File: src/cbcr_pkg.sv
package cbcr_pkg;
    localparam logic [3:0] ADDR_UPPER = 4'hd;
    localparam logic [7:0] IDX_LEN = 8'h07;
    localparam logic [7:0] IDX_OVR_LO = 8'h08;
    localparam logic [7:0] IDX_OVR_MID = 8'h09;
    localparam logic [7:0] IDX_OVR_HI = 8'h0a;
    localparam logic [7:0] IDX_IMP_TOP = 8'h0b;
    localparam logic [7:0] IDX_IMP_NEXT = 8'h0c;
    localparam logic [4:0] LEN_RESET = 5'h08;
    localparam logic [7:0] LEN_MASK = 8'h1f;
    localparam logic [7:0] OVR_HI_MASK = 8'h0f;
    localparam logic [7:0] IMP_TOP_MASK = 8'hdb;
    localparam logic [7:0] IMP_NEXT_MASK = 8'h6c;
    localparam logic [7:0] BYTE_ZERO = 8'h00;
    localparam int IMP19_LSB = 6;
    localparam int IMP18_LSB = 3;
    localparam int IMP17_LSB = 0;
    localparam int IMP16_LSB = 5;
    localparam int IMP15_LSB = 2;
    localparam int IMP_OUTS = 5;
    localparam int OUTS = 20;
    localparam logic [1:0] IMP_LOWER = 2'h1;
    localparam logic [1:0] IMP_HIGHER = 2'h2;
    localparam logic [2:0] BIT_LAST = 3'h7;

    typedef enum logic [3:0] {
        ST_IDLE,
        ST_ADDR,
        ST_CMD,
        ST_CNT,
        ST_WDATA,
        ST_ACK,
        ST_TX,
        ST_MACK,
        ST_IGNORE
    } cbcr_state_t;
endpackage

File: src/cbcr_top.sv
module cbcr_top (
    input wire logic mclk,
    input wire logic rstn,
    input wire logic scl_i,
    input wire logic sda_i,
    output logic sda_o,
    output logic sda_oe_n,
    input wire logic [2:0] address_select_pin,
    input wire logic sideband_enable_pin,
    input wire logic [19:0] sb_disable,
    output logic [19:0] sb_allow,
    output logic [4:0] imp_trim_down,
    output logic [4:0] imp_trim_up
);
    typedef struct packed {
        cbcr_pkg::cbcr_state_t st;
        cbcr_pkg::cbcr_state_t nxt;
        logic scl;
        logic sda;
        logic [7:0] sh;
        logic [2:0] bitc;
        logic bdone;
        logic [7:0] ptr;
        logic [7:0] wrem;
        logic [4:0] rrem;
        logic d_phase;
        logic [2:0] sel;
        logic sel_ok;
        logic wr_en;
        logic [7:0] wr_idx;
        logic [7:0] wr_data;
        logic oe_n;
        logic sda_o;
    } cbcr_main_t;

    cbcr_main_t s_q, s_d;
    logic [7:0] rd_data;
    logic [4:0] read_len;
    logic rise, fall, start, stop;

    cbcr_regs u_regs (
        .mclk(mclk),
        .rstn(rstn),
        .wr_en(s_q.wr_en),
        .wr_idx(s_q.wr_idx),
        .wr_data(s_q.wr_data),
        .rd_idx(s_q.ptr),
        .rd_data(rd_data),
        .sideband_enable_pin(sideband_enable_pin),
        .sb_disable(sb_disable),
        .read_len(read_len),
        .sb_allow(sb_allow),
        .imp_trim_down(imp_trim_down),
        .imp_trim_up(imp_trim_up)
    );

    ////////////////////////////////////////////////////////////////
    // bus pins are synchronous, so one stage of history is enough for edges
    assign rise = !s_q.scl && scl_i;
    assign fall = s_q.scl && !scl_i;
    assign start = s_q.scl && scl_i && s_q.sda && !sda_i;
    assign stop = s_q.scl && scl_i && !s_q.sda && sda_i;

    always_comb begin
        logic [7:0] tx_byte;
        // count byte first, then register data prefetched at ptr
        tx_byte = s_q.d_phase ? rd_data : {3'h0, s_q.rrem};
        s_d = s_q;
        s_d.scl = scl_i;
        s_d.sda = sda_i;
        s_d.wr_en = 1'b0;
        s_d.sda_o = 1'b0;
        if (!s_q.sel_ok) begin
            s_d.sel = address_select_pin;
            s_d.sel_ok = 1'b1;
        end
        if (start) begin
            s_d.st = cbcr_pkg::ST_ADDR;
            s_d.bitc = 3'h0;
            s_d.bdone = 1'b0;
            s_d.oe_n = 1'b1;
        end else if (stop) begin
            s_d.st = cbcr_pkg::ST_IDLE;
            s_d.oe_n = 1'b1;
        end else begin
            case (s_q.st)
                cbcr_pkg::ST_ADDR, cbcr_pkg::ST_CMD, cbcr_pkg::ST_CNT, cbcr_pkg::ST_WDATA: begin
                    if (rise) begin
                        s_d.sh = {s_q.sh[6:0], sda_i};
                        s_d.bitc = s_q.bitc + 3'h1;
                        s_d.bdone = (s_q.bitc == cbcr_pkg::BIT_LAST);
                    end else if (fall && s_q.bdone) begin
                        s_d.st = cbcr_pkg::ST_ACK;
                        s_d.oe_n = 1'b0;
                        case (s_q.st)
                            cbcr_pkg::ST_ADDR: begin
                                if (s_q.sh[7:1] == {cbcr_pkg::ADDR_UPPER, s_q.sel}) begin
                                    s_d.nxt = s_q.sh[0] ? cbcr_pkg::ST_TX : cbcr_pkg::ST_CMD;
                                    // length snapshot: a new value counts from the next read
                                    s_d.rrem = read_len;
                                    s_d.d_phase = 1'b0;
                                end else begin
                                    s_d.st = cbcr_pkg::ST_IGNORE;
                                    s_d.oe_n = 1'b1;
                                end
                            end
                            cbcr_pkg::ST_CMD: begin
                                s_d.ptr = s_q.sh;
                                s_d.nxt = cbcr_pkg::ST_CNT;
                            end
                            cbcr_pkg::ST_CNT: begin
                                s_d.wrem = s_q.sh;
                                s_d.nxt = cbcr_pkg::ST_WDATA;
                            end
                            default: begin
                                if (s_q.wrem != 8'h00) begin
                                    // each whole byte lands at once, so a cut-short block keeps it
                                    s_d.wr_en = 1'b1;
                                    s_d.wr_idx = s_q.ptr;
                                    s_d.wr_data = s_q.sh;
                                    s_d.ptr = s_q.ptr + 8'h01;
                                    s_d.wrem = s_q.wrem - 8'h01;
                                    s_d.nxt = cbcr_pkg::ST_WDATA;
                                end else begin
                                    s_d.st = cbcr_pkg::ST_IGNORE;
                                    s_d.oe_n = 1'b1;
                                end
                            end
                        endcase
                    end
                end
                cbcr_pkg::ST_ACK: begin
                    if (fall) begin
                        s_d.st = s_q.nxt;
                        s_d.bitc = 3'h0;
                        s_d.bdone = 1'b0;
                        s_d.oe_n = 1'b1;
                        if (s_q.nxt == cbcr_pkg::ST_TX) begin
                            s_d.sh = tx_byte;
                            s_d.oe_n = tx_byte[7];
                        end
                    end
                end
                cbcr_pkg::ST_TX: begin
                    if (rise) begin
                        s_d.bitc = s_q.bitc + 3'h1;
                        s_d.bdone = (s_q.bitc == cbcr_pkg::BIT_LAST);
                    end else if (fall) begin
                        if (s_q.bdone) begin
                            s_d.st = cbcr_pkg::ST_MACK;
                            s_d.oe_n = 1'b1;
                            s_d.bdone = 1'b0;
                        end else begin
                            s_d.sh = {s_q.sh[6:0], 1'b0};
                            s_d.oe_n = s_q.sh[6];
                        end
                    end
                end
                cbcr_pkg::ST_MACK: begin
                    if (rise) begin
                        // stop on a nack, or after exactly the programmed count even if acked
                        if (!sda_i && (s_q.d_phase ? s_q.rrem != 5'h01 : s_q.rrem != 5'h00)) begin
                            if (s_q.d_phase) begin
                                s_d.ptr = s_q.ptr + 8'h01;
                                s_d.rrem = s_q.rrem - 5'h01;
                            end
                            s_d.d_phase = 1'b1;
                        end else begin
                            s_d.st = cbcr_pkg::ST_IGNORE;
                        end
                    end else if (fall) begin
                        // needs scl high for two mclk so the prefetch settles
                        s_d.st = cbcr_pkg::ST_TX;
                        s_d.bitc = 3'h0;
                        s_d.sh = tx_byte;
                        s_d.oe_n = tx_byte[7];
                    end
                end
                default: begin
                    s_d.oe_n = 1'b1;
                end
            endcase
        end
    end

    always_ff @(posedge mclk or negedge rstn) begin
        if (!rstn) begin
            s_q <= '0;
            s_q.st <= cbcr_pkg::ST_IDLE;
            s_q.nxt <= cbcr_pkg::ST_IDLE;
            s_q.scl <= 1'b1;
            s_q.sda <= 1'b1;
            s_q.oe_n <= 1'b1;
        end else begin
            s_q <= s_d;
        end
    end

    assign sda_oe_n = s_q.oe_n;
    assign sda_o = s_q.sda_o;
endmodule // cbcr_top

File: src/cbcr_regs.sv
module cbcr_regs (
    input wire logic mclk,
    input wire logic rstn,
    input wire logic wr_en,
    input wire logic [7:0] wr_idx,
    input wire logic [7:0] wr_data,
    input wire logic [7:0] rd_idx,
    output logic [7:0] rd_data,
    input wire logic sideband_enable_pin,
    input wire logic [19:0] sb_disable,
    output logic [4:0] read_len,
    output logic [19:0] sb_allow,
    output logic [4:0] imp_trim_down,
    output logic [4:0] imp_trim_up
);
    typedef struct packed {
        logic [4:0] len;
        logic [19:0] ovr;
        logic [9:0] imp;
        logic [7:0] rdata;
        logic [19:0] allow;
        logic [4:0] down;
        logic [4:0] up;
    } cbcr_regs_t;

    cbcr_regs_t r_q, r_d;

    // returns {higher, lower}; 00 and 11 both mean nominal
    function automatic logic [1:0] imp_dir(input logic [1:0] code);
        return {code == cbcr_pkg::IMP_HIGHER, code == cbcr_pkg::IMP_LOWER};
    endfunction

    always_comb begin
        logic [7:0] v;
        logic [1:0] dir;
        v = cbcr_pkg::BYTE_ZERO;
        dir = 2'h0;
        r_d = r_q;
        if (wr_en) begin
            if (wr_idx == cbcr_pkg::IDX_LEN) begin
                r_d.len = wr_data[4:0];
            end else if (wr_idx == cbcr_pkg::IDX_OVR_LO) begin
                r_d.ovr[7:0] = wr_data;
            end else if (wr_idx == cbcr_pkg::IDX_OVR_MID) begin
                r_d.ovr[15:8] = wr_data;
            end else if (wr_idx == cbcr_pkg::IDX_OVR_HI) begin
                r_d.ovr[19:16] = wr_data[3:0];
            end else if (wr_idx == cbcr_pkg::IDX_IMP_TOP) begin
                r_d.imp[9:8] = wr_data[cbcr_pkg::IMP19_LSB +: 2];
                r_d.imp[7:6] = wr_data[cbcr_pkg::IMP18_LSB +: 2];
                r_d.imp[5:4] = wr_data[cbcr_pkg::IMP17_LSB +: 2];
            end else if (wr_idx == cbcr_pkg::IDX_IMP_NEXT) begin
                r_d.imp[3:2] = wr_data[cbcr_pkg::IMP16_LSB +: 2];
                r_d.imp[1:0] = wr_data[cbcr_pkg::IMP15_LSB +: 2];
            end
        end
        // unmapped indices read as zero, writes to them are dropped
        if (rd_idx == cbcr_pkg::IDX_LEN) begin
            v[4:0] = r_q.len;
        end else if (rd_idx == cbcr_pkg::IDX_OVR_LO) begin
            v = r_q.ovr[7:0];
        end else if (rd_idx == cbcr_pkg::IDX_OVR_MID) begin
            v = r_q.ovr[15:8];
        end else if (rd_idx == cbcr_pkg::IDX_OVR_HI) begin
            v[3:0] = r_q.ovr[19:16];
        end else if (rd_idx == cbcr_pkg::IDX_IMP_TOP) begin
            v[cbcr_pkg::IMP19_LSB +: 2] = r_q.imp[9:8];
            v[cbcr_pkg::IMP18_LSB +: 2] = r_q.imp[7:6];
            v[cbcr_pkg::IMP17_LSB +: 2] = r_q.imp[5:4];
        end else if (rd_idx == cbcr_pkg::IDX_IMP_NEXT) begin
            v[cbcr_pkg::IMP16_LSB +: 2] = r_q.imp[3:2];
            v[cbcr_pkg::IMP15_LSB +: 2] = r_q.imp[1:0];
        end
        r_d.rdata = v;
        // masks only count while the side-band interface is enabled
        r_d.allow = ~sb_disable | (sideband_enable_pin ? r_q.ovr : '0);
        for (int i = 0; i < cbcr_pkg::IMP_OUTS; i++) begin
            dir = imp_dir(r_q.imp[2*i +: 2]);
            r_d.down[i] = dir[0];
            r_d.up[i] = dir[1];
        end
    end

    always_ff @(posedge mclk or negedge rstn) begin
        if (!rstn) begin
            r_q <= '0;
            r_q.len <= cbcr_pkg::LEN_RESET;
            r_q.allow <= '1;
        end else begin
            r_q <= r_d;
        end
    end

    assign rd_data = r_q.rdata;
    assign read_len = r_q.len;
    assign sb_allow = r_q.allow;
    assign imp_trim_down = r_q.down;
    assign imp_trim_up = r_q.up;
endmodule // cbcr_regs

File: config.mk
export PLATFORM = sky130hd
export DESIGN_NAME = cbcr_top
export DESIGN_NICKNAME = d
export VERILOG_FILES = /design/src/cbcr_pkg.sv /design/src/cbcr_top.sv /design/src/cbcr_regs.sv
export SDC_FILE = /design/constraint.sdc
export NUM_CORES = 1
export LEC_CHECK = 0
export BUFFER_PORTS_ARGS = -buffer_cell sky130_fd_sc_hd__buf_2
export CAP_MARGIN = 20
export CORE_MARGIN = 1
export CORE_UTILIZATION = 60
export CTS_CLUSTER_SIZE = 40
export DETAILED_ROUTE_END_ITERATION = 10
export GPL_TIMING_DRIVEN = 0
export PLACE_DENSITY_LB_ADDON = 0.3
export SLEW_MARGIN = 20
export SYNTH_ARGS = -nofsm -noshare
export SYNTH_HDL_FRONTEND = slang
export SYNTH_SLANG_ARGS = --single-unit
File: constraint.sdc
create_clock -name mclk -period 4.1 [get_ports mclk]
set_clock_uncertainty 0.05 [all_clocks]
set_input_delay 0.41 -clock mclk [delete_from_list [all_inputs] [get_ports mclk]]
set_output_delay 0.41 -clock mclk [all_outputs]
set_load 0.01 [all_outputs]
==> summary.txt, run 1 <==
Run status
  • Outcome: complete, no violations

Drt
  • Via density per instance: 5.94
  • Residual DRC count: 0
  • Via count: 5418
  • Initial DRC count: 538
  • WL final: 16600 um
  • Drt pass-1 iters: 5
  • Routed WL per cell: 18.2 um
  • Antenna-violating nets left: 0

Setup path
  • CP startpoint: s_q[65]$_DFFE_PN0P_
  • Critical path arrival: 3.51 ns
  • Crit path to: s_q[43]$_DFFE_PN0P_
  • WP data required: 4.34 ns
  • R2R Setup Slk: 0.82 ns
  • Worst r2r dst: s_q[43]$_DFFE_PN0P_
  • Crit Reg-Reg Startpoint: s_q[65]$_DFFE_PN0P_
  • Startpoint Class: register
  • Max FO, Critical Path: 10
  • Crit Path Class: reg2reg
  • R2r worst-path depth: 8
  • CP endpoint kind: register

Floorplan
  • Die X: 110 um
  • Die ar.: 0.0122 mm^2
  • Core Box Area: 0.0114 mm^2
  • # rows: 39
  • Die height: 110 um
  • Initial core utilization: 61.7%
  • Top-Level Pins: 60

Global routing
  • First-pass GRT wire length: 27000 um
  • Tot GR Track Use: 29.7%
  • Initial antenna violation count: 0
  • Gr ovfl total: 0
  • Vias in the first global route: 5360
  • Largest net degree at the start of global routing: 109

Clock network
  • CTS clk-pin slew, worst paths: 0.06 ns
  • H-tree depth: 4
  • Setup bufs post-CTS: 0
  • Clk_lat worst skew: 0.42 ns
  • CTS sink cnt: 138
  • Inserted Clock Buffers: 17
  • CTS max path bufs: 2
  • Root buf cell: clkbuf_16
  • CTS tree: yes

Timing
  • Setup TNS: 0 ns
  • Slew headroom: 28.0%
  • Final Max Tran Viols: 0
  • Final period util: 80.0%
  • Final setup fails: 0
  • Worst hold slack: 0.0453 ns
  • Tightest Pin Transition: 1.07 ns
  • Min Tclk post-route: 3.28 ns
  • Fmax: 305 MHz
  • Unrepaired setup endpoints after global routing: false
  • Final Hold Viols: 0

Pwr
  • VDD IR max: 0.000304 V
  • Internal Power: 0.00282 W
  • Sw Share: 34.0%
  • Static leakage: 3.90 nW
  • Flop pwr share: 39.3%
  • Clock power frac: 34.7%
  • Psw: 0.00145 W
  • Gate power share: 26.0%
  • Power Dens Cells: 526 mW/mm^2

Min path
  • Worst hold path type: in2reg

Yosys
  • FFs w/ async S/R, synth: 100%
  • Commonest register cell after synthesis: dfrtp_1
  • Synth area leader: dfrtp_1
  • Synthesized cell area: 0.00704 mm^2
  • Post-synth EDFFs: 0
  • Synth Register Bits: 138
  • Ys Warns: 0
  • Synth Area per Inst: 10.4 um^2
  • Synth unique cells: 67
  • Synthesized Nets: 721
  • Post-synth top area share: 40.5%
  • Sequential share of the synthesized area: 49.5%
  • Synth area leaders: dfrtp_1 41%, mux2_2 9.3%, dfstp_2 9.0%, nand2_1 5.3%, o21ai_0 3.4%
  • Syn Inst Count: 679

Layout
  • Layout cells sized above 1: 29.1%
  • Commonest cells after routing, fill and taps aside: 114 x dfrtp_1, 100 x nand2_1, 58 x mux2_2, 58 x buf_2, 48 x o21ai_0
  • Area delta synth->final: 15.4%
  • Fin nets: 799
  • Antenna diodes: 0
  • Commonest non-fill, non-tap cell in the layout: dfrtp_1

Placement
  • RD Place Congestion: 0.907
  • DP Wirelength: 11500 um
  • I/O Buffers: 57

Flow run
  • Max Cap Viol: 0
## synth_stat cells (4+ instances only)
master and instances:
buf_4 31, or3_1 4, mux2_2 58, a31oi_1 7, nand3_1 15, nand2b_1 4, o22a_1 4, o22ai_1 6
dfstp_2 24, nor4_1 4, nand2_1 100, clkbuf_1 22, a21oi_1 32, nor2b_1 16, ha_1 14, inv_1 17
a2bb2oi_1 7, and3_1 7, a22oi_1 9, mux2_4 9, nor2_1 40, dfrtp_1 114, o21ai_0 48, nand4_1 5
nor3_1 10, mux2i_1 9
## area by class of cell
cell class	count	area, um^2
Timing Repair Buffer	59	333
Inverter	17	63.8
Clock buffer	20	447
Tap cell	143	179
Buffer	57	349
Clock inverter	11	124
Multi-Input combinational cell	467	3140
Sequential cell	138	3480
Fill cell	819	3300
## logic make-up (layout without fill, tap and decap cells)
| kind of cell | Yosys count | count (layout) | share of synthesized area, % |
|---|---|---|---|
| adders and majority gates | 15 | 15 | 2.63 |
| buffers and inverters | 74 | 164 | 5.86 |
| AOI/OAI and AO/OA | 146 | 146 | 13.5 |
| DFF | 138 | 138 | 49.5 |
| muxes | 76 | 76 | 12.5 |
| other | 2 | 2 | 0.107 |
| xor gates and xnor gates | 4 | 4 | 0.498 |
| and+or+nand+nor | 224 | 224 | 15.5 |
## layer usage
metal,global-route usage (%),wire length [um]
met5,0,0
met3,6.00,910
met4,13.3,399
met2,51.2,8560
met1,35.8,6750
## critical path, stage by stage (launching register included)
cell and delay, ns:
dfrtp_1 0.38, buf_2 0.21, nor2b_1 0.48, nand3_1 0.44, nor4_1 0.52, o221ai_1 0.43, clkbuf_1 0.31, o21ai_0 0.21
o21ai_0 0.10
## repair_timing
action / in CTS / in global routing
hold buffers: 1 / 0
setup endpoints to repair: 0 / 0
hold endpoints to repair: 22 / 0
resized for setup: 0 / 0
## sequential cells by signal, indices dropped and copies added (netlist names)
signal and count:
sda_oe_n 1, u_regs.read_len 5, u_regs.imp_trim_up 5, u_regs.rd_data 8
u_regs.sb_allow 20, u_regs.r_q 30, u_regs.imp_trim_down 5, s_q 64
## power by group through the flow
stage               Sequential (W)  Combinational, W  Clock (W)
floorplan                  0.00162          0.000805          0
global placement           0.00169           0.00106          0
detailed placement         0.00170           0.00109          0
CTS                        0.00167           0.00110    0.00149
global route               0.00169           0.00124    0.00154
finish                     0.00168           0.00111    0.00148
## worst min path at each step
| stage | from | to | slack, ns | cells past startpoint |
|---|---|---|---|---|
| detailed placement | rstn | u_regs.r_q[52]$_DFFE_PN0P_ | 0.23 | 1 |
| floorplan | rstn | s_q[10]$_DFFE_PN0P_ | 0.06 | 0 |
| CTS | sb_disable[12] | u_regs.sb_allow[12]$_DFF_PN1_ | 0.04 | 2 |
| global route | sb_disable[17] | u_regs.sb_allow[17]$_DFF_PN1_ | 0.05 | 2 |
| global placement | u_regs.r_q[40]$_DFFE_PN0P_ | u_regs.imp_trim_up[1]$_DFF_PN0_ | 0.39 | 1 |
| finish | sb_disable[10] | u_regs.sb_allow[10]$_DFF_PN1_ | 0.05 | 2 |
## stage by stage
stage	instance area, um^2	setup slack, ns	cells	utilization (%)	total power [W]
2_1_floorplan	7040	1.25	679	-	0.00242
3_3_place_gp	7500	0.831	879	65.7	0.00275
3_5_place_dp	7540	0.881	880	66.1	0.00278
4_1_cts	8120	0.876	912	71.1	0.00427
5_1_grt	8120	0.620	912	71.1	0.00447
6_report	8120	0.821	912	71.1	0.00427
No activity file was read; power rests on OpenSTA's default activity.
==> inputs of run 2 (changes only) <==
Settings changed: CORE_UTILIZATION 60 to 54.
Clock period 4.1 ns to 2.7 ns, I/O delays scaled along.
==> run 2 against run 1 <==
  * The flow now finishes with violations (negative hold slack, negative setup slack)
  * Worst hold slack got worse by 0.093 ns
  * Clock power rose by 55%
  * First-iteration DRC count fell by 24%
  * Routed wire length rose by 3.7%
  * Global-route usage fell by 2.2 points
  * Design area rose by 5.4%
  * Critical path depth rose by 1
  * Maximum frequency rose by 20%
  * Largest power group unchanged
  * Critical endpoint is now s_q[8]$_DFFE_PN0P_
==> summary.txt, run 2 (same netlist as run 1, synthesis figures left out) <==
Timing
  • Final Hold Viols: 1 (+1)
  • Slew headroom: 56.8% (+29 points)
  • Final setup fails: 13 (+13)
  • Worst hold slack: -0.0476 ns (-0.0929 ns)
  • Final worst slack: -0.0284 ns (-0.850 ns)
  • Tightest Pin Transition: 0.643 ns (-0.429 ns)
  • Min Tclk post-route: 2.73 ns (-0.550 ns)
  • Final Max Tran Viols: 0 (unchanged)
  • Final period util: 101% (+21 points)
  • Setup TNS: -0.264 ns (-0.264 ns)
  • Unrepaired setup endpoints after global routing: true
  • Fmax: 367 MHz (+20%)

Floorplan
  • Die ar.: 0.0135 mm^2 (+11%)
  • # rows: 41 (+5.1%)
  • Die height: 116 um (+5.3%)
  • Top-Level Pins: 60 (unchanged)
  • Die X: 116 um (+5.3%)
  • Initial core utilization: 55.6% (-6.1 points)
  • Core Box Area: 0.0127 mm^2 (+11%)

Setup path
  • Startpoint Class: register
  • CP endpoint kind: register
  • R2r worst-path depth: 9 (+1)
  • CP startpoint: s_q[58]$_DFF_PN1_
  • WP data required: 2.95 ns (-1.39 ns)
  • Worst r2r dst: s_q[8]$_DFFE_PN0P_
  • CP max-delay cell: dfstp_2
  • Worst-path cell chain: inv_2 > ha_4 > nand3b_4 > or4b_4 > a2111o_4 > nor2_8 > nand2_8 > buf_12 > mux2_4
  • Crit path max-delay family: simple AND/OR/NAND/NOR gates
  • Bufs and invs on worst path: 2 (unchanged)
  • Crit Path Class: reg2reg
  • R2R Setup Slk: -0.03 ns (-0.85 ns)
  • Critical path arrival: 2.97 ns (-0.54 ns)
  • Max FO, Critical Path: 10 (unchanged)
  • Peak per-stage delay on the critical path: 0.57 ns (+0.05 ns)
  • Crit Reg-Reg Startpoint: s_q[58]$_DFF_PN1_

Pwr
  • Sw Share: 34.4% (+0.47 points)
  • Internal Power: 0.00439 W (+55%)
  • Power Dens Cells: 782 mW/mm^2 (+49%)
  • VDD IR max: 0.000388 V (+28%)
  • Flop pwr share: 38.1% (-1.2 points)
  • Clock power frac: 34.3% (-0.4 points)
  • Psw: 0.00230 W (+59%)
  • Gate power share: 27.5% (+1.5 points)
  • Static leakage: 4.05 nW (+4.1%)

Layout
  • Commonest non-fill, non-tap cell in the layout: dfrtp_1
  • Largest register by flop count: s_q
  • Register area: 0.00348 mm^2 (unchanged)
  • Multi-input gate area: 0.00326 mm^2 (+3.8%)
  • Fin nets: 827 (+3.5%)
  • Final Non-Filler Cells: 970 (+6.4%)
  • Layout cells sized above 1: 31.5% (+2.3 points)
  • Antenna diodes: 0 (unchanged)
  • Commonest cells after routing, fill and taps aside: 114 x dfrtp_1, 100 x nand2_1, 58 x mux2_2, 57 x buf_2, 46 x o21ai_0
  • Fill cells: 981 (+20%)
  • Area delta synth->final: 21.6%
  • Max reg flops: 64 (unchanged)

Drt
  • Antenna-violating nets left: 0 (unchanged)
  • Initial DRC count: 411 (-24%)
  • Residual DRC count: 0 (unchanged)
  • Drt pass-1 iters: 5 (unchanged)
  • Via count: 5588 (+3.1%)
  • Routed WL per cell: 17.8 um (-2.5%)
  • WL final: 17200 um (+3.7%)
  • Via density per instance: 5.76 (-3.0%)

Clock network
  • Root buf cell: clkbuf_16
  • CTS Hold Bufs: 22 (+21)
  • Inserted Clock Buffers: 17 (unchanged)
  • CTS sink cnt: 138 (unchanged)
  • Clk_lat worst skew: 0.41 ns (about the same)
  • CTS clk-pin slew, worst paths: 0.06 ns (about the same)
  • H-tree depth: 4 (unchanged)
  • CTS tree: yes
  • CTS max path bufs: 2 (unchanged)

Global routing
  • Gr ovfl total: 0 (unchanged)
  • Tot GR Track Use: 27.4% (-2.2 points)
  • First-pass GRT wire length: 27800 um (+3.0%)
  • Vias in the first global route: 5556 (+3.7%)
  • Initial antenna violation count: 0 (unchanged)
  • Largest net degree at the start of global routing: 108 (-0.92%)

Min path
  • Hold Startpoint: scl_i
  • Cells on Worst Hold Path: 1 (-1)
  • Hold Path End: s_q[58]$_DFF_PN1_
  • Worst hold path type: in2reg

Flow run
  • Max Cap Viol: 0 (unchanged)

Placement
  • Cell Count Post-Placement: 909 (+3.3%)
  • RD Place Congestion: 0.955 (+5.3%)
  • I/O Buffers: 57 (unchanged)
  • DP Wirelength: 11900 um (+2.7%)

Run status
  • Outcome: finished, violations left
  • Failing checks: negative hold slack, negative setup slack
==> run 2: worst reg2reg max path: stages, from the launching register on <==
cell and delay [ns]:
dfstp_2 0.57, inv_2 0.05, ha_4 0.16, nand3b_4 0.18, or4b_4 0.55, a2111o_4 0.41
nor2_8 0.14, nand2_8 0.07, buf_12 0.15, mux2_4 0.29
==> run 2: worst max-delay path by stage <==
| stage | end | slack [ns] | cells past startpoint |
|---|---|---|---|
| floorplan | s_q[10]$_DFFE_PN0P_ | -0.02 | 8 |
| global placement | s_q[43]$_DFFE_PN0P_ | -0.65 | 8 |
| detailed placement | s_q[25]$_DFFE_PN0P_ | -0.50 | 7 |
| CTS | s_q[10]$_DFFE_PN0P_ | -0.12 | 9 |
| global route | s_q[15]$_DFFE_PN0P_ | -0.1 | 9 |
| finish | s_q[8]$_DFFE_PN0P_ | -0.03 | 9 |
==> run 2: layout make-up <==
class | instances | area share [%]
Buffer | 56 | 4.06
Clock inverter | 13 | 1.65
Multi-Input combinational cell | 467 | 38.1
Timing Repair Buffer | 88 | 7.04
Inverter | 17 | 0.745
Clock buffer | 19 | 5.17
Tap cell | 172 | 2.51
Sequential cell | 138 | 40.7
==> run 2: power groups by stage <==
| stage | Combinational [W] | Sequential, W | Clock (W) |
|---|---|---|---|
| final | 0.00184 | 0.00255 | 0.00230 |
| after global routing | 0.00204 | 0.00258 | 0.00241 |
| after CTS | 0.00172 | 0.00254 | 0.00233 |
| after detailed placement | 0.00166 | 0.00258 | 0 |
| after global placement | 0.00162 | 0.00257 | 0 |
| after floorplan | 0.00122 | 0.00246 | 0 |
==> run 2: through the flow <==
stage	setup WS, ns	cell area [um^2]	hold WS [ns]	utilization [%]	total power [W]
after floorplan	-0.0189	7060	-0.0756	-	0.00368
after global placement	-0.651	7560	0.344	59.6	0.00419
after detailed placement	-0.500	7590	0.0986	59.9	0.00423
after CTS	-0.120	8470	-0.0632	66.9	0.00659
after global routing	-0.0956	8560	-0.0608	67.6	0.00704
final	-0.0284	8560	-0.0476	67.6	0.00669
==> run 2: routing by layer <==
layer	vias to the layer above	track usage [%]	wire (um)
met3	40	5.66	760
met5	-	0	0
met4	0	11.5	527
li1	2607	-	-
met2	196	47.5	8810
met1	2745	33.3	7150
==> run 2: what timing repair did <==
action,CTS,global route
hold endpoints to repair,53,1
gates resized for setup,8,17
setup endpoints to repair,41,49
setup buffers,6,2
pin swaps,4,3
==> inputs of run 3 (changes only) <==
==> constraint.sdc (replaced) <==
create_clock -name mclk -period 2.7 [get_ports mclk]
set_clock_uncertainty 0.05 [all_clocks]
set_input_delay 0.54 -clock mclk [delete_from_list [all_inputs] [get_ports mclk]]
set_output_delay 0.54 -clock mclk [all_outputs]
set_load 0.01 [all_outputs]
==> run 3 against run 2 <==
  * The run ends with negative setup slack left
  * Clock power shrank 9.1%
  * Largest power group unchanged
  * Highest routed layer unchanged
  * Design area shrank 2.9%
  * Critical path type unchanged
  * Non-clock buffer count shrank 24
  * Total power shrank 3.8%
  * Sequential power is essentially flat
  * Maximum frequency shrank 0.16%
  * Utilization shrank 1.9 points
  * Flip-flop and latch count is the same
  * First-iteration DRC count shrank 1.2%
  * Via count shrank 2.4%
==> summary.txt, run 3 (same netlist as run 1, synthesis figures left out) <==
Floorplan
  • Top-Level Pins: 60 (unchanged)
  • Die ar.: 0.0135 mm^2 (unchanged)
  • Die X: 116 um (unchanged)
  • Die height: 116 um (unchanged)
  • Initial core utilization: 55.6% (unchanged)
  • Core Box Area: 0.0127 mm^2 (unchanged)
  • # rows: 41 (unchanged)

Min path
  • Worst hold path type: in2async

Clock network
  • CTS sink cnt: 138 (unchanged)
  • CTS clk-pin slew, worst paths: 0.06 ns (about the same)
  • CTS Hold Bufs: 0 (-100%)
  • CTS max path bufs: 2 (unchanged)
  • Inserted Clock Buffers: 17 (unchanged)
  • Clk_lat worst skew: 0.42 ns (about the same)
  • CTS tree: yes
  • H-tree depth: 4 (unchanged)
  • Root buf cell: clkbuf_16

Setup path
  • Crit path max-delay family: simple AND/OR/NAND/NOR gates
  • Bufs and invs on worst path: 2 (unchanged)
  • WP data required: 2.95 ns (about the same)
  • R2R Setup Slk: -0.03 ns (about the same)
  • CP Depth: 9 (unchanged)
  • Startpoint Class: register
  • Crit path to: s_q[8]$_DFFE_PN0P_
  • Max FO, Critical Path: 5 (-5)
  • Worst-path cell chain: inv_2 > ha_4 > nand3b_4 > or4b_4 > a2111o_4 > nor2_8 > nand2_8 > clkbuf_16 > mux2_4
  • Crit Path Class: reg2reg
  • Crit Reg-Reg Startpoint: s_q[58]$_DFF_PN1_
  • CP max-delay cell: dfstp_2
  • CP startpoint: s_q[58]$_DFF_PN1_
  • CP endpoint kind: register
  • Critical path arrival: 2.99 ns (+0.02 ns)
  • Peak per-stage delay on the critical path: 0.56 ns (about the same)
  • Worst r2r dst: s_q[8]$_DFFE_PN0P_
  • R2r worst-path depth: 9 (unchanged)

Timing
  • Tightest Pin Transition: 0.700 ns (+0.0569 ns)
  • Setup TNS: -0.139 ns (+0.125 ns)
  • Fmax: 366 MHz (-0.16%)
  • Final Hold Viols: 0 (-1)
  • Final period util: 101% (+0.16 points)
  • Final setup fails: 9 (-4)
  • Min Tclk post-route: 2.73 ns (+0.00440 ns)
  • Final Max Tran Viols: 0 (unchanged)
  • Slew headroom: 53.1% (-3.7 points)
  • Unrepaired setup endpoints after global routing: true
  • Final worst slack: -0.0328 ns (-0.00440 ns)

Layout
  • Largest register by flop count: s_q
  • Multi-input gate area: 0.00327 mm^2 (+0.15%)
  • Antenna diodes: 0 (unchanged)
  • Area delta synth->final: 18.1%
  • Fin nets: 804 (-2.8%)
  • Layout cells sized above 1: 32.3% (+0.80 points)
  • Commonest cells after routing, fill and taps aside: 114 x dfrtp_1, 100 x nand2_1, 58 x mux2_2, 57 x buf_2, 47 x o21ai_0
  • Register area: 0.00348 mm^2 (unchanged)
  • Final core utilization: 65.6% (-1.9 points)
  • Fill cells: 1003 (+2.2%)
  • Commonest non-fill, non-tap cell in the layout: dfrtp_1
  • Max reg flops: 64 (unchanged)

Run status
  • Failing checks: negative setup slack
  • Outcome: finished, violations left

Drt
  • Via count: 5455 (-2.4%)
  • Antenna-violating nets left: 0 (unchanged)
  • Via density per instance: 5.76 (about the same)
  • Initial DRC count: 406 (-1.2%)
  • Routed WL per cell: 17.8 um (about the same)
  • Drt pass-1 iters: 6 (+1)
  • WL final: 16800 um (-2.3%)
  • Residual DRC count: 0 (unchanged)

Placement
  • DP Worst Slack: -0.631 ns (-0.131 ns)
  • DP Wirelength: 11800 um (about the same)
  • RD Place Congestion: 0.894 (-6.4%)
  • I/O Buffers: 57 (unchanged)

Global routing
  • Gr ovfl total: 0 (unchanged)
  • First-pass GRT wire length: 27000 um (-2.8%)
  • Vias in the first global route: 5351 (-3.7%)
  • Initial antenna violation count: 0 (unchanged)
  • Tot GR Track Use: 26.9% (-0.54 points)
  • Largest net degree at the start of global routing: 77 (-29%)

Pwr
  • Design Power: 0.00644 W (-3.8%)
  • Power Dens Cells: 774 mW/mm^2 (-0.92%)
  • Static leakage: 3.95 nW (-2.6%)
  • VDD IR max: 0.000359 V (-7.4%)

Flow run
  • Max Cap Viol: 0 (unchanged)
## run 3: per-stage QoR
| stage | hold slack (ns) | instances | instance area, um^2 |
|---|---|---|---|
| final | 0.0357 | 947 | 8320 |
| after global routing | 0.0774 | 947 | 8320 |
| after CTS | 0.0610 | 945 | 8230 |
| after detailed placement | 0.397 | 909 | 7610 |
| after global placement | 0.394 | 908 | 7570 |
| after floorplan | 0.194 | 679 | 7070 |
## run 3: worst min path at each step
stage,from,end
final,rstn,s_q[20]$_DFFE_PN0N_
after detailed placement,u_regs.r_q[40]$_DFFE_PN0P_,u_regs.imp_trim_up[1]$_DFF_PN0_
after CTS,rstn,s_q[45]$_DFFE_PN0P_
after global placement,u_regs.r_q[40]$_DFFE_PN0P_,u_regs.imp_trim_up[1]$_DFF_PN0_
after floorplan,rstn,s_q[10]$_DFFE_PN0P_
after global routing,rstn,s_q[20]$_DFFE_PN0N_
## run 3: repair_timing
action	in CTS	in global routing
resized for setup	11	14
pin swaps	5	3
setup buffers	4	1
cloned	1	1
endpoints found under the setup margin	41	46
## run 3: report_power, final
group	internal, W	switching (W)	total (W)
Clock	0.00122	0.000874	0.00209
Sequential	0.00227	0.000271	0.00255
Combinational	0.000679	0.00113	0.00180
## run 3: area by class of cell
| type | instances | share of cell area, % |
|---|---|---|
| Buffer | 56 | 4.20 |
| Timing Repair Buffer | 64 | 4.83 |
| Clock buffer | 21 | 5.54 |
| Clock inverter | 11 | 0.888 |
| Sequential cell | 138 | 41.9 |
| Inverter | 17 | 0.767 |
| Tap cell | 172 | 2.59 |
| Multi-Input combinational cell | 468 | 39.3 |
## run 3: worst reg2reg max path: cells and delay by family, from the launching register on
kind / cells / cell delay [ns]
flip-flops: 1 / 0.56
adder cells (fa/ha/maj): 1 / 0.15
buffers and inverters: 2 / 0.22
AND/OR/NAND/NOR: 4 / 0.93
multiplexers: 1 / 0.29
AO/OA/AOI/OAI: 1 / 0.42
## run 3: metal layers
layer / global-route usage, % / part of all wire, % / up-vias
li1: - / - / 2543
met1: 31.8 / 41 / 2662
met2: 46.5 / 51 / 209
met3: 5.50 / 5.2 / 41
met4: 13.9 / 3.1 / 0
met5: 0 / 0 / -
